$ cat src/shared/bgf_params.svh
// constants of the backlight group select and fade block
// assumes a 200 MHz core clock and byte-wide register access
`ifndef BGF_PARAMS_SVH
`define BGF_PARAMS_SVH

`define BGF_ADDR_GROUP_SEL   8'h11
`define BGF_ADDR_FADE_TIME   8'h12
`define BGF_GROUP_SEL_RST    8'h00
`define BGF_FADE_TIME_RST    8'h00
`define BGF_RD_UNMAPPED      8'h00
`define BGF_FO_MSB           7
`define BGF_FO_LSB           4
`define BGF_FI_MSB           3
`define BGF_FI_LSB           0
`define BGF_SINKS            8
`define BGF_CODE_ZERO        4'h0
`define BGF_CODE_FINE_MAX    4'hA
`define BGF_COARSE_MULT      6'h05
`define BGF_COARSE_OFFS      6'h28
`define BGF_LEVEL_ZERO       7'h00
`define BGF_LEVEL_ONE        7'h01
`define BGF_LEVEL_LOW_Q      7'h20
`define BGF_LEVEL_LOW_H      7'h40
`define BGF_WEIGHT_LIN       2'h1
`define BGF_WEIGHT_C10       2'h3
`define BGF_WEIGHT_C11       2'h2
`define BGF_FADE_UNIT_S      0.05
`define BGF_CLK_HZ           200.0e6
`define BGF_STEPS_FULL       127.0
`define BGF_CNT_ONE          32'h0000_0001
`define BGF_CNT_ZERO         32'h0000_0000

`endif

$ cat src/shared/bgf_pkg.sv
// types shared by the backlight group select and fade block
// assumes bgf_params.svh holds the numeric constants
package bgf_pkg;
   typedef logic [6:0] bgf_level_t;
   typedef logic [3:0] bgf_code_t;
   typedef logic [1:0] bgf_law_t;
   typedef enum logic [2:0] {
      BGF_ST_IDLE = 3'h1,
      BGF_ST_UP   = 3'h2,
      BGF_ST_DOWN = 3'h4
   } bgf_state_t;
endpackage : bgf_pkg

$ cat src/shared/bgf_ramp_if.sv
// carrier between the ramp controller and its step timer
// assumes one clock domain shared by both ends
`timescale 1ns/100ps
`default_nettype none
interface bgf_ramp_if;
   logic        run;
   logic [31:0] interval;
   logic        step;
   modport ctrl  (output run, output interval, input step);
   modport timer (input run, input interval, output step);
endinterface : bgf_ramp_if
`default_nettype wire

$ cat src/hw/bgf_ramp_timer.sv
// step timer: one pulse per ramp interval while a ramp runs
// assumes interval is at least one cycle whenever run is high
`timescale 1ns/100ps
`default_nettype none
`include "bgf_params.svh"
module bgf_ramp_timer (
   input  wire logic  i_clk,
   input  wire logic  i_rst_b,
   bgf_ramp_if.timer  rif
);
   import bgf_pkg::*;
   logic [31:0] count_reg;
   logic [31:0] count_next;
   logic [31:0] len_reg;
   logic [31:0] len_next;
   logic [31:0] len_eff;

   // length is latched per step so a rewrite never stretches a live step;
   // zero means nothing latched yet, so the live interval is used; this
   // keeps a stale zero-code length from before the ramp out of step one
   always_comb begin
      len_eff    = (len_reg == `BGF_CNT_ZERO) ? rif.interval : len_reg;
      count_next = count_reg + `BGF_CNT_ONE;
      len_next   = len_eff;
      rif.step   = 1'b0;
      if (!rif.run) begin
         count_next = `BGF_CNT_ZERO;
         len_next   = `BGF_CNT_ZERO;
      end else if (count_reg >= len_eff - `BGF_CNT_ONE) begin
         rif.step   = 1'b1;
         count_next = `BGF_CNT_ZERO;
         len_next   = `BGF_CNT_ZERO;
      end
   end

   // timer registers
   always_ff @(posedge i_clk) begin
      if (!i_rst_b) begin
         count_reg <= `BGF_CNT_ZERO;
         len_reg   <= `BGF_CNT_ZERO;
      end else begin
         count_reg <= count_next;
         len_reg   <= len_next;
      end
   end
endmodule : bgf_ramp_timer
`default_nettype wire

$ cat src/hw/bgf_top.sv
// backlight group select and fade-time registers with the ramp engine
// assumes byte writes and reads arrive already decoded from the serial
// interface; enable, max current and transfer law come from outside
`timescale 1ns/100ps
`default_nettype none
`include "bgf_params.svh"
module bgf_top #(
   parameter int unsigned UNIT_STEP_CYC =
      int'($floor(`BGF_FADE_UNIT_S * `BGF_CLK_HZ / `BGF_STEPS_FULL))
) (
   input  wire logic            i_clk,
   input  wire logic            i_rst_b,
   input  wire logic            i_wr_en,
   input  wire logic            i_rd_en,
   input  wire logic [7:0]      i_addr,
   input  wire logic [7:0]      i_wr_data,
   output var  logic [7:0]      o_rd_data,
   input  wire logic            i_bl_enable,
   input  wire bgf_pkg::bgf_level_t i_max_current_code,
   input  wire bgf_pkg::bgf_law_t   i_ramp_transfer_law,
   output var  logic [7:0]      o_sink_independent,
   output var  logic [7:0]      o_sink_backlight,
   output var  bgf_pkg::bgf_level_t o_bl_level,
   output var  logic            o_ramping
);
   import bgf_pkg::*;

   logic [7:0] group_select_reg;
   logic [7:0] group_select_next;
   logic [7:0] fade_time_reg;
   logic [7:0] fade_time_next;
   logic [7:0] rd_data_reg;
   logic [7:0] rd_data_next;
   bgf_level_t level_reg;
   bgf_level_t level_next;
   bgf_state_t st_reg;
   bgf_state_t st_next;
   bgf_code_t  fade_out_code;
   bgf_code_t  fade_in_code;
   bgf_code_t  active_code;
   bgf_level_t target;
   logic [5:0] units;
   logic [1:0] weight;
   bgf_ramp_if rif ();

   assign fade_out_code = fade_time_reg[`BGF_FO_MSB:`BGF_FO_LSB];
   assign fade_in_code  = fade_time_reg[`BGF_FI_MSB:`BGF_FI_LSB];

   // register writes and read-back; unmapped reads give zero
   always_comb begin
      group_select_next = group_select_reg;
      fade_time_next    = fade_time_reg;
      rd_data_next      = rd_data_reg;
      if (i_wr_en && i_addr == `BGF_ADDR_GROUP_SEL)
         group_select_next = i_wr_data;
      if (i_wr_en && i_addr == `BGF_ADDR_FADE_TIME)
         fade_time_next = i_wr_data;
      if (i_rd_en) begin
         case (i_addr)
            `BGF_ADDR_GROUP_SEL: rd_data_next = group_select_reg;
            `BGF_ADDR_FADE_TIME: rd_data_next = fade_time_reg;
            default:             rd_data_next = `BGF_RD_UNMAPPED;
         endcase
      end
   end

   // register bank flops
   always_ff @(posedge i_clk) begin
      if (!i_rst_b) begin
         group_select_reg <= `BGF_GROUP_SEL_RST;
         fade_time_reg    <= `BGF_FADE_TIME_RST;
         rd_data_reg      <= `BGF_RD_UNMAPPED;
      end else begin
         group_select_reg <= group_select_next;
         fade_time_reg    <= fade_time_next;
         rd_data_reg      <= rd_data_next;
      end
   end
   assign o_rd_data = rd_data_reg;

   // per-sink group steering, bit i drives sink i+1
   for (genvar gi = 0; gi < `BGF_SINKS; gi++) begin : g_sink
      assign o_sink_independent[gi] = group_select_reg[gi];
      assign o_sink_backlight[gi]   = ~group_select_reg[gi];
   end

   // target and which fade code applies; fade-in also covers a lowered
   // maximum while on, since the current-change fade is outside this block
   assign target      = i_bl_enable ? i_max_current_code
                                    : `BGF_LEVEL_ZERO;
   assign active_code = i_bl_enable ? fade_in_code
                                    : fade_out_code;

   // time table in 0.05 s units: code, or 5*code-40 above code 10
   always_comb begin
      if (active_code <= `BGF_CODE_FINE_MAX)
         units = {2'h0, active_code};
      else
         units = 6'(`BGF_COARSE_MULT * {2'h0, active_code})
                 - `BGF_COARSE_OFFS;
   end

   // cubic laws dwell longer on the low codes where the eye is sensitive
   always_comb begin
      case (i_ramp_transfer_law)
         2'h2:    weight = (level_reg < `BGF_LEVEL_LOW_Q) ?
                           `BGF_WEIGHT_C10 : `BGF_WEIGHT_LIN;
         2'h3:    weight = (level_reg < `BGF_LEVEL_LOW_H) ?
                           `BGF_WEIGHT_C11 : `BGF_WEIGHT_LIN;
         default: weight = `BGF_WEIGHT_LIN;
      endcase
   end

   // per-step interval: full time over 127, so short ramps end sooner
   assign rif.interval = 32'(UNIT_STEP_CYC) * 32'(units)
                         * 32'(weight);
   assign rif.run = (level_reg != target)
                    && (active_code != `BGF_CODE_ZERO);

   bgf_ramp_timer u_timer (
      .i_clk   (i_clk),
      .i_rst_b (i_rst_b),
      .rif     (rif.timer)
   );

   // ramp engine: one code per step, or a jump when the code is zero
   always_comb begin
      level_next = level_reg;
      st_next    = BGF_ST_IDLE;
      if (level_reg != target) begin
         if (active_code == `BGF_CODE_ZERO)
            level_next = target;
         else if (rif.step && level_reg < target)
            level_next = level_reg + `BGF_LEVEL_ONE;
         else if (rif.step)
            level_next = level_reg - `BGF_LEVEL_ONE;
      end
      case (st_reg)
         BGF_ST_IDLE,
         BGF_ST_UP,
         BGF_ST_DOWN: begin
            if (level_next < target)
               st_next = BGF_ST_UP;
            else if (level_next > target)
               st_next = BGF_ST_DOWN;
            else
               st_next = BGF_ST_IDLE;
         end
         default: st_next = BGF_ST_IDLE;
      endcase
   end

   // ramp state flops
   always_ff @(posedge i_clk) begin
      if (!i_rst_b) begin
         level_reg <= `BGF_LEVEL_ZERO;
         st_reg    <= BGF_ST_IDLE;
      end else begin
         level_reg <= level_next;
         st_reg    <= st_next;
      end
   end
   assign o_bl_level = level_reg;
   assign o_ramping  = (st_reg != BGF_ST_IDLE);
endmodule : bgf_top
`default_nettype wire

$ cat config.mk
export PLATFORM = sky130hd
export DESIGN_NAME = bgf_top
export DESIGN_NICKNAME = d
export VERILOG_FILES = /design/src/shared/bgf_pkg.sv /design/src/shared/bgf_ramp_if.sv /design/src/hw/bgf_ramp_timer.sv /design/src/hw/bgf_top.sv
export VERILOG_INCLUDE_DIRS = /design/src /design/src/shared
export SDC_FILE = /design/constraint.sdc
export NUM_CORES = 1
export LEC_CHECK = 0
export BUFFER_PORTS_ARGS = -buffer_cell sky130_fd_sc_hd__buf_2
export CAP_MARGIN = 15
export CORE_ASPECT_RATIO = 1.2
export CORE_MARGIN = 4
export CORE_UTILIZATION = 40
export CTS_BUF_LIST = sky130_fd_sc_hd__clkbuf_16
export DETAILED_ROUTE_END_ITERATION = 7
export GPL_ROUTABILITY_DRIVEN = 0
export GPL_TIMING_DRIVEN = 1
export PLACE_DENSITY = 0.65
export SLEW_MARGIN = 20
export SYNTH_ARGS = -nofsm -noshare
export SYNTH_HDL_FRONTEND = slang
export SYNTH_SLANG_ARGS = --single-unit
$ cat constraint.sdc
create_clock -name i_clk -period 16.09 [get_ports i_clk]
set_input_delay 0.8045 -clock i_clk [delete_from_list [all_inputs] [get_ports i_clk]]
set_output_delay 0.8045 -clock i_clk [all_outputs]
set_load 0.005 [all_outputs]
; Word-level counts from Yosys, hierarchy flattened
; Cells that the tools add are included.
; W data, S select, Z words.
[op_classes]
addsub = 5
n_mul = 3
order_cmp = 7
n_eq_ne = 9
n_mux = 16
n_bitwise = 11
reduce_logical = 11
[op_table]
columns = operator, n
row1 = $mux W7, 5
row2 = $add A32 B1 Y32 const B, 1
row3 = $ge A32 B32 Y1, 1
row4 = $logic_not A32 Y1, 1
row5 = $mux W32, 1
row6 = $sub A32 B1 Y32 const B, 1
row7 = $mul A21 B2 Y23, 1
row8 = $mul A15 B6 Y21 const A, 1
row9 = $eq A8 B5 Y1 const B, 2
row10 = $pmux W8 S2, 1
row11 = $lt A7 B7 Y1, 2
row12 = $not A1 Y1, 11
row13 = $reduce_or A3 Y1, 3
row14 = $add A7 B1 Y7 const B, 1
row15 = $gt A7 B7 Y1, 1
row16 = $lt A7 B6 Y1 const B, 1
row17 = $lt A7 B7 Y1 const B, 1
row18 = $ne A7 B7 Y1, 1
row19 = $sub A7 B1 Y7 const B, 1
row20 = $mul A3 B4 Y6 const A, 1
row21 = $mux W2, 3
row22 = $mux W6, 1
row23 = $sub A6 B6 Y6 const B, 1
row24 = $eq A2 B2 Y1 const B, 2
row25 = other kinds (13), 17
[word_totals]
register_bits = 98
output_inout_bits = 32

; Depth between registers and ports, before layout
[depth]
ltp_word = 18
ltp_mapped = 56

; Modules after synthesis
; Synthesis repeated with hierarchy kept, for this count alone.
[unflattened]
cells_unflattened = 1164
hier_area_um2 = 9253.9
[by_module_without_submodules]
columns = mod, n_inst, cells_per_inst, area_per_inst_um2
row1 = bgf_top, 1, 601, 4692.0
row2 = bgf_ramp_timer, 1, 563, 4561.9

; Worst setup path after synthesis
; No wires, ideal clock.
[synth_path]
path_kind = input-to-reg
start = in i_bl_enable
end = reg st_reg[0]
setup_ns = 0.119
arrival_ns = 11.086
setup_slack_ns = 4.885
cell_stages = 51
cell_sequence = buf_2 > mux2i_1 > inv_1 > ha_1 > a21oi_1 > mux2i_1 > ha_1 > ha_1 > inv_1 > fa_1 > inv_1 > ha_1 > a21o_1 > a31o_2 > a31oi_1 > o21ai_0 > a211o_1 > nand2_1 > (+15 left out) > a21oi_1 > o21ai_0 > a2111oi_0 > o21ai_0 > a21o_1 > clkbuf_1 > o21ai_0 > o2bb2ai_1 > ha_1 > nor2b_1 > o21a_1 > o21a_1 > o21a_1 > o21a_1 > o21ai_0 > nand2b_1 > nor2_1 > nor2_1
[synth_via]
elab_chain_len = 18
[synth_rtl]
columns = element, line_no
row1 = from (decl), bgf_top.sv:18  ; input wire logic i_bl_enable,
row2 = $mux W4, bgf_top.sv:91  ; assign active_code = i_bl_enable ? fade_in_code
row3 = $mul A3 B4 Y6 (no source line), n/a
row4 = $sub A6 B6 Y6 (no source line), n/a
row5 = $mux W6, bgf_top.sv:96  ; if (active_code <= `BGF_CODE_FINE_MAX)
row6 = $mul A15 B6 Y21, bgf_top.sv:115  ; assign rif.interval = 32'(UNIT_STEP_CYC) * 32'(units)
row7 = $mul A21 B2 Y23, bgf_top.sv:116  ; * 32'(weight);
row8 = $mux W32, bgf_ramp_timer.sv:22  ; len_eff = (len_reg == `BGF_CNT_ZERO) ? rif.interval : len_reg;
row9 = $sub A32 B1 Y32 (no source line), n/a
row10 = (+3 left out), n/a
row11 = $mux W7 or $logic_and A1 B1 Y1 (tied branches), "bgf_top.sv:135, bgf_top.sv:133"
row12 = $mux W7, bgf_top.sv:133  ; else if (rif.step && level_reg < target)
row13 = $mux W7, bgf_top.sv:131  ; if (active_code == `BGF_CODE_ZERO)
row14 = $mux W7 *, bgf_top.sv:130  ; if (level_reg != target) begin
row15 = net level_next[1], bgf_top.sv:35  ; bgf_level_t level_next;
row16 = $gt A7 B7 Y1, bgf_top.sv:144  ; else if (level_next > target)
row17 = $mux W3, bgf_top.sv:144
row18 = $mux W2 *, bgf_top.sv:142  ; if (level_next < target)
row19 = to (signal assigned), bgf_top.sv:160  ; st_reg <= st_next;
row20 = to (decl), bgf_top.sv:36  ; bgf_state_t st_reg;
; Mark *: on every way through the listed nets, which the timed path passes. The rest lies on a longest branch.
; A chain may end at the register's enable or synchronous reset.

; Worst setup path after layout
; Same ends and word-level chain as after synthesis.

==> metrics.md <==
| Metric | Value |
|---|---|
| Final setup fails | `0` |
| Vias in the first global route | `7,775` |
| Dpl cell area | `9635 sq um` |
| Net Sw Power | `0.0001462 W` |
| Row count | `60` |
| Max VDD drop | `0.00004604 V` |
| Setup TNS | `0 ns` |
| Die Y | `173.3 um` |
| Post-CTS Repair Setup Buffers | `0` |
| Initial DRC Count | `369` |
| F_max | `82.70 MHz` |
| Routed vias/inst | `5.573` |
| RSZ-0062 raised after global routing | `false` |
| Startpoint types | `input pin` |
| Sequential share of the synthesized area | `21.54%` |
| Crit-path most repeated cell | `ha_1` |
| Mapped Nets | `1,319` |
| Max incr delay on CP | `0.67 ns` |
| Max Cap Viol | `0` |
| CTS HTree Levels | `3` |
| Reg clk slew, reported paths | `0.08 ns` |
| Outcome | `completed` |
| Critical Path End Type | `flip-flop` |
| Layout Skew | `0.01564 ns` |
| CTS Buf Count | `9` |
| Combinational share of power | `10.9%` |
| Synth Instances | `1,155` |
| WS Path Type | `in -> reg` |
| Detailed-router iteration count before antenna repair | `5` |
| Share of layout cells above drive strength 1 | `9.488%` |
| Final Routed Wirelength | `22,330 um` |
| Setup ws final | `3.998 ns` |
| Antenna Cells | `0` |
| Clock sinks | `98` |
| Clk_lat worst skew | `0.37 ns` |
| Post-CTS Resized | `0` |
| DP HPWL | `17,730 um` |
| Hold Vio Cnt, Final | `0` |
| Inst Count DP | `1,454` |
| Asr flop ratio synth | `0%` |
| Final net count | `1,350` |
| GRT Util Overall | `17.31%` |
| Hold wc startpoint | `fade_time_reg[7]` |
| PwrDens | `53.12 nW/um^2` |
| Worst EP required | `16.35 ns` |
| Total gr overflow | `0` |
| Root Buffer | `clkbuf_16` |
| Worst rel slew slack | `29.13%` |
| Post-synth EDFFs | `0` |
| Leak pwr | `4.674 nW` |
| Die Area | `25,260 sq um` |
| Final Util | `44.23%` |
| Synth Register Bits | `98` |
| Initial antenna violation count | `0` |
| Final Non-Filler Cells | `1,470` |
| Mapped cell area | `9110 sq um` |
| Min Tclk post-route | `12.09 ns` |
| Sw frac | `27.73%` |
| CP max FO | `13` |
| Pint | `0.0003811 W` |
| CP arrival | `12.35 ns` |
| WL/cell | `15.19 um` |
| Crit path from | `i_bl_enable` |
| Initial Utilization | `40.59%` |
| Synth unique cells | `75` |
| CTS tree | `yes` |
| Slew Limit Fails | `0` |
| Design Area, Final | `9927 sq um` |
| Drt drc | `0` |
| Avg Cell Area, Syn | `7.887 sq um` |
| Core Box Area | `22,450 sq um` |
| Synth-to-Final Area Change | `8.969%` |
| # hold bufs at CTS | `0` |
| Worst-margin pin slew | `1.054 ns` |
| Ys flop type | `dfxtp_1` |
| Antenna Nets Post-Route | `0` |
| Seq pwr share | `47.8%` |
| IO Port Bufs | `61` |
| Die Width | `145.8 um` |
| HP Class | `reg -> reg` |
| Slowest cell on the critical path | `or4b_1` |
| Tcrit/Tclk final | `75.15%` |
| DP Worst Slack | `3.622 ns` |
| Global-route wire length before repair | `37,360 um` |
| Clk pwr share | `41.3%` |
| YS warnings | `0` |
| Via count | `8,192` |
| Clock buffer depth | `2` |
| Largest net degree at the start of global routing | `54` |
| Num ports | `62` |
| Worst R2R Start | `fade_time_reg[0]` |
## cell usage after synthesis, drive strengths merged (6+ instances only)
master,instances,area share (%)
and2,25,1.7
o21ai,32,1.8
a21o,32,2.6
nor4,11,0.99
xor2,35,3.4
a31oi,13,0.89
a211oi,15,1.3
nor2b,12,0.82
ha,119,16
nand4,19,1.4
or2,6,0.41
a22oi,9,0.74
nand2,76,3.1
nor2,158,6.5
nor3b,6,0.49
o211ai,11,0.96
dfxtp,98,22
or3,11,0.76
fa,15,3.3
clkbuf,36,1.5
mux2i,9,1.0
inv,64,2.6
a21oi,67,3.7
nand3,48,2.6
buf,10,0.51
nor3,26,1.5
xnor2,48,4.6
o31ai,8,0.66
nand2b,14,0.96
and3,18,1.2
o21a,13,1.1
and4,6,0.58
## cell type report
type,instances,area [sq um]
Timing Repair Buffer,66,342.8
Tap cell,279,349.1
Clock inverter,7,66.31
Inverter,64,240.2
Sequential cell,98,1962
Multi-Input combinational cell,947,6741
Fill cell,2228,12520
Clock buffer,9,225.2
## placed cells by master (no fill, tap or decap), types with 14 or more instances in the layout
cell type and count:
ha_1 119, nand3_1 48, a21oi_1 67, xnor2_1 48
inv_1 64, dfxtp_1 98, and2_1 25, a211oi_1 14
nand2_1 76, fa_1 15, nand2b_1 14, and3_1 18
buf_2 61, o21ai_0 32, nor3_1 24, a21o_1 32
nand4_1 18, xor2_1 35, nor2_1 158
## power groups by stage
stage	Combinational [W]	Clock [W]	Sequential, W
5_1_grt	0.0000644	0.000231	0.000253
6_report	0.0000572	0.000218	0.000252
3_5_place_dp	0.0000573	0	0.000258
4_1_cts	0.0000575	0.000223	0.000252
2_1_floorplan	0.0000411	0	0.000256
3_3_place_gp	0.0000564	0	0.000258
## critical path, delay by kind of cell
family / cells / cell delay [ns]
AO/OA/AOI/OAI: 20 / 4.13
adder cells (fa/ha/maj): 9 / 3.08
AND/OR/NAND/NOR: 12 / 2.49
multiplexers: 2 / 1.03
buffers and inverters: 5 / 0.68
XOR/XNOR: 1 / 0.12
## per-stage QoR
| stage | power [W] | hold WS, ns |
|---|---|---|
| 2_1_floorplan | 0.0002976 | 0.4371 |
| 3_3_place_gp | 0.0003143 | 0.4544 |
| 3_5_place_dp | 0.0003154 | 0.4623 |
| 4_1_cts | 0.0005326 | 0.4741 |
| 5_1_grt | 0.0005489 | 0.5096 |
| 6_report | 0.0005273 | 0.4730 |
## final timing paths
| path | endpoint | slack (ns) | cells past startpoint |
|---|---|---|---|
| max | st_reg[0] | 4.00 | 49 |
| min | fade_time_reg[7] | 0.47 | 2 |
| max reg2reg | st_reg[0] | 4.42 | 48 |
| min reg2reg | fade_time_reg[7] | 0.47 | 2 |
## layer usage
metal  global-route usage, %  share of wire, %
met4                   5.780               2.4
met2                   30.92                49
met5                       0                 0
met1                   21.42                45
met3                   2.275               2.8
## cells by family (layout without fill, tap and decap cells)
family / count (synthesis) / after routing / share of synthesized area (%)
muxes: 12 / 12 / 1.401
AOI/OAI and AO/OA: 256 / 256 / 19.20
adders and majority gates: 134 / 134 / 19.64
DFF: 98 / 98 / 21.54
buffers and inverters: 110 / 146 / 4.642
and+or+nand+nor: 462 / 462 / 25.60
xor gates and xnor gates: 83 / 83 / 7.980
No activity file was read; power rests on OpenSTA's default activity.
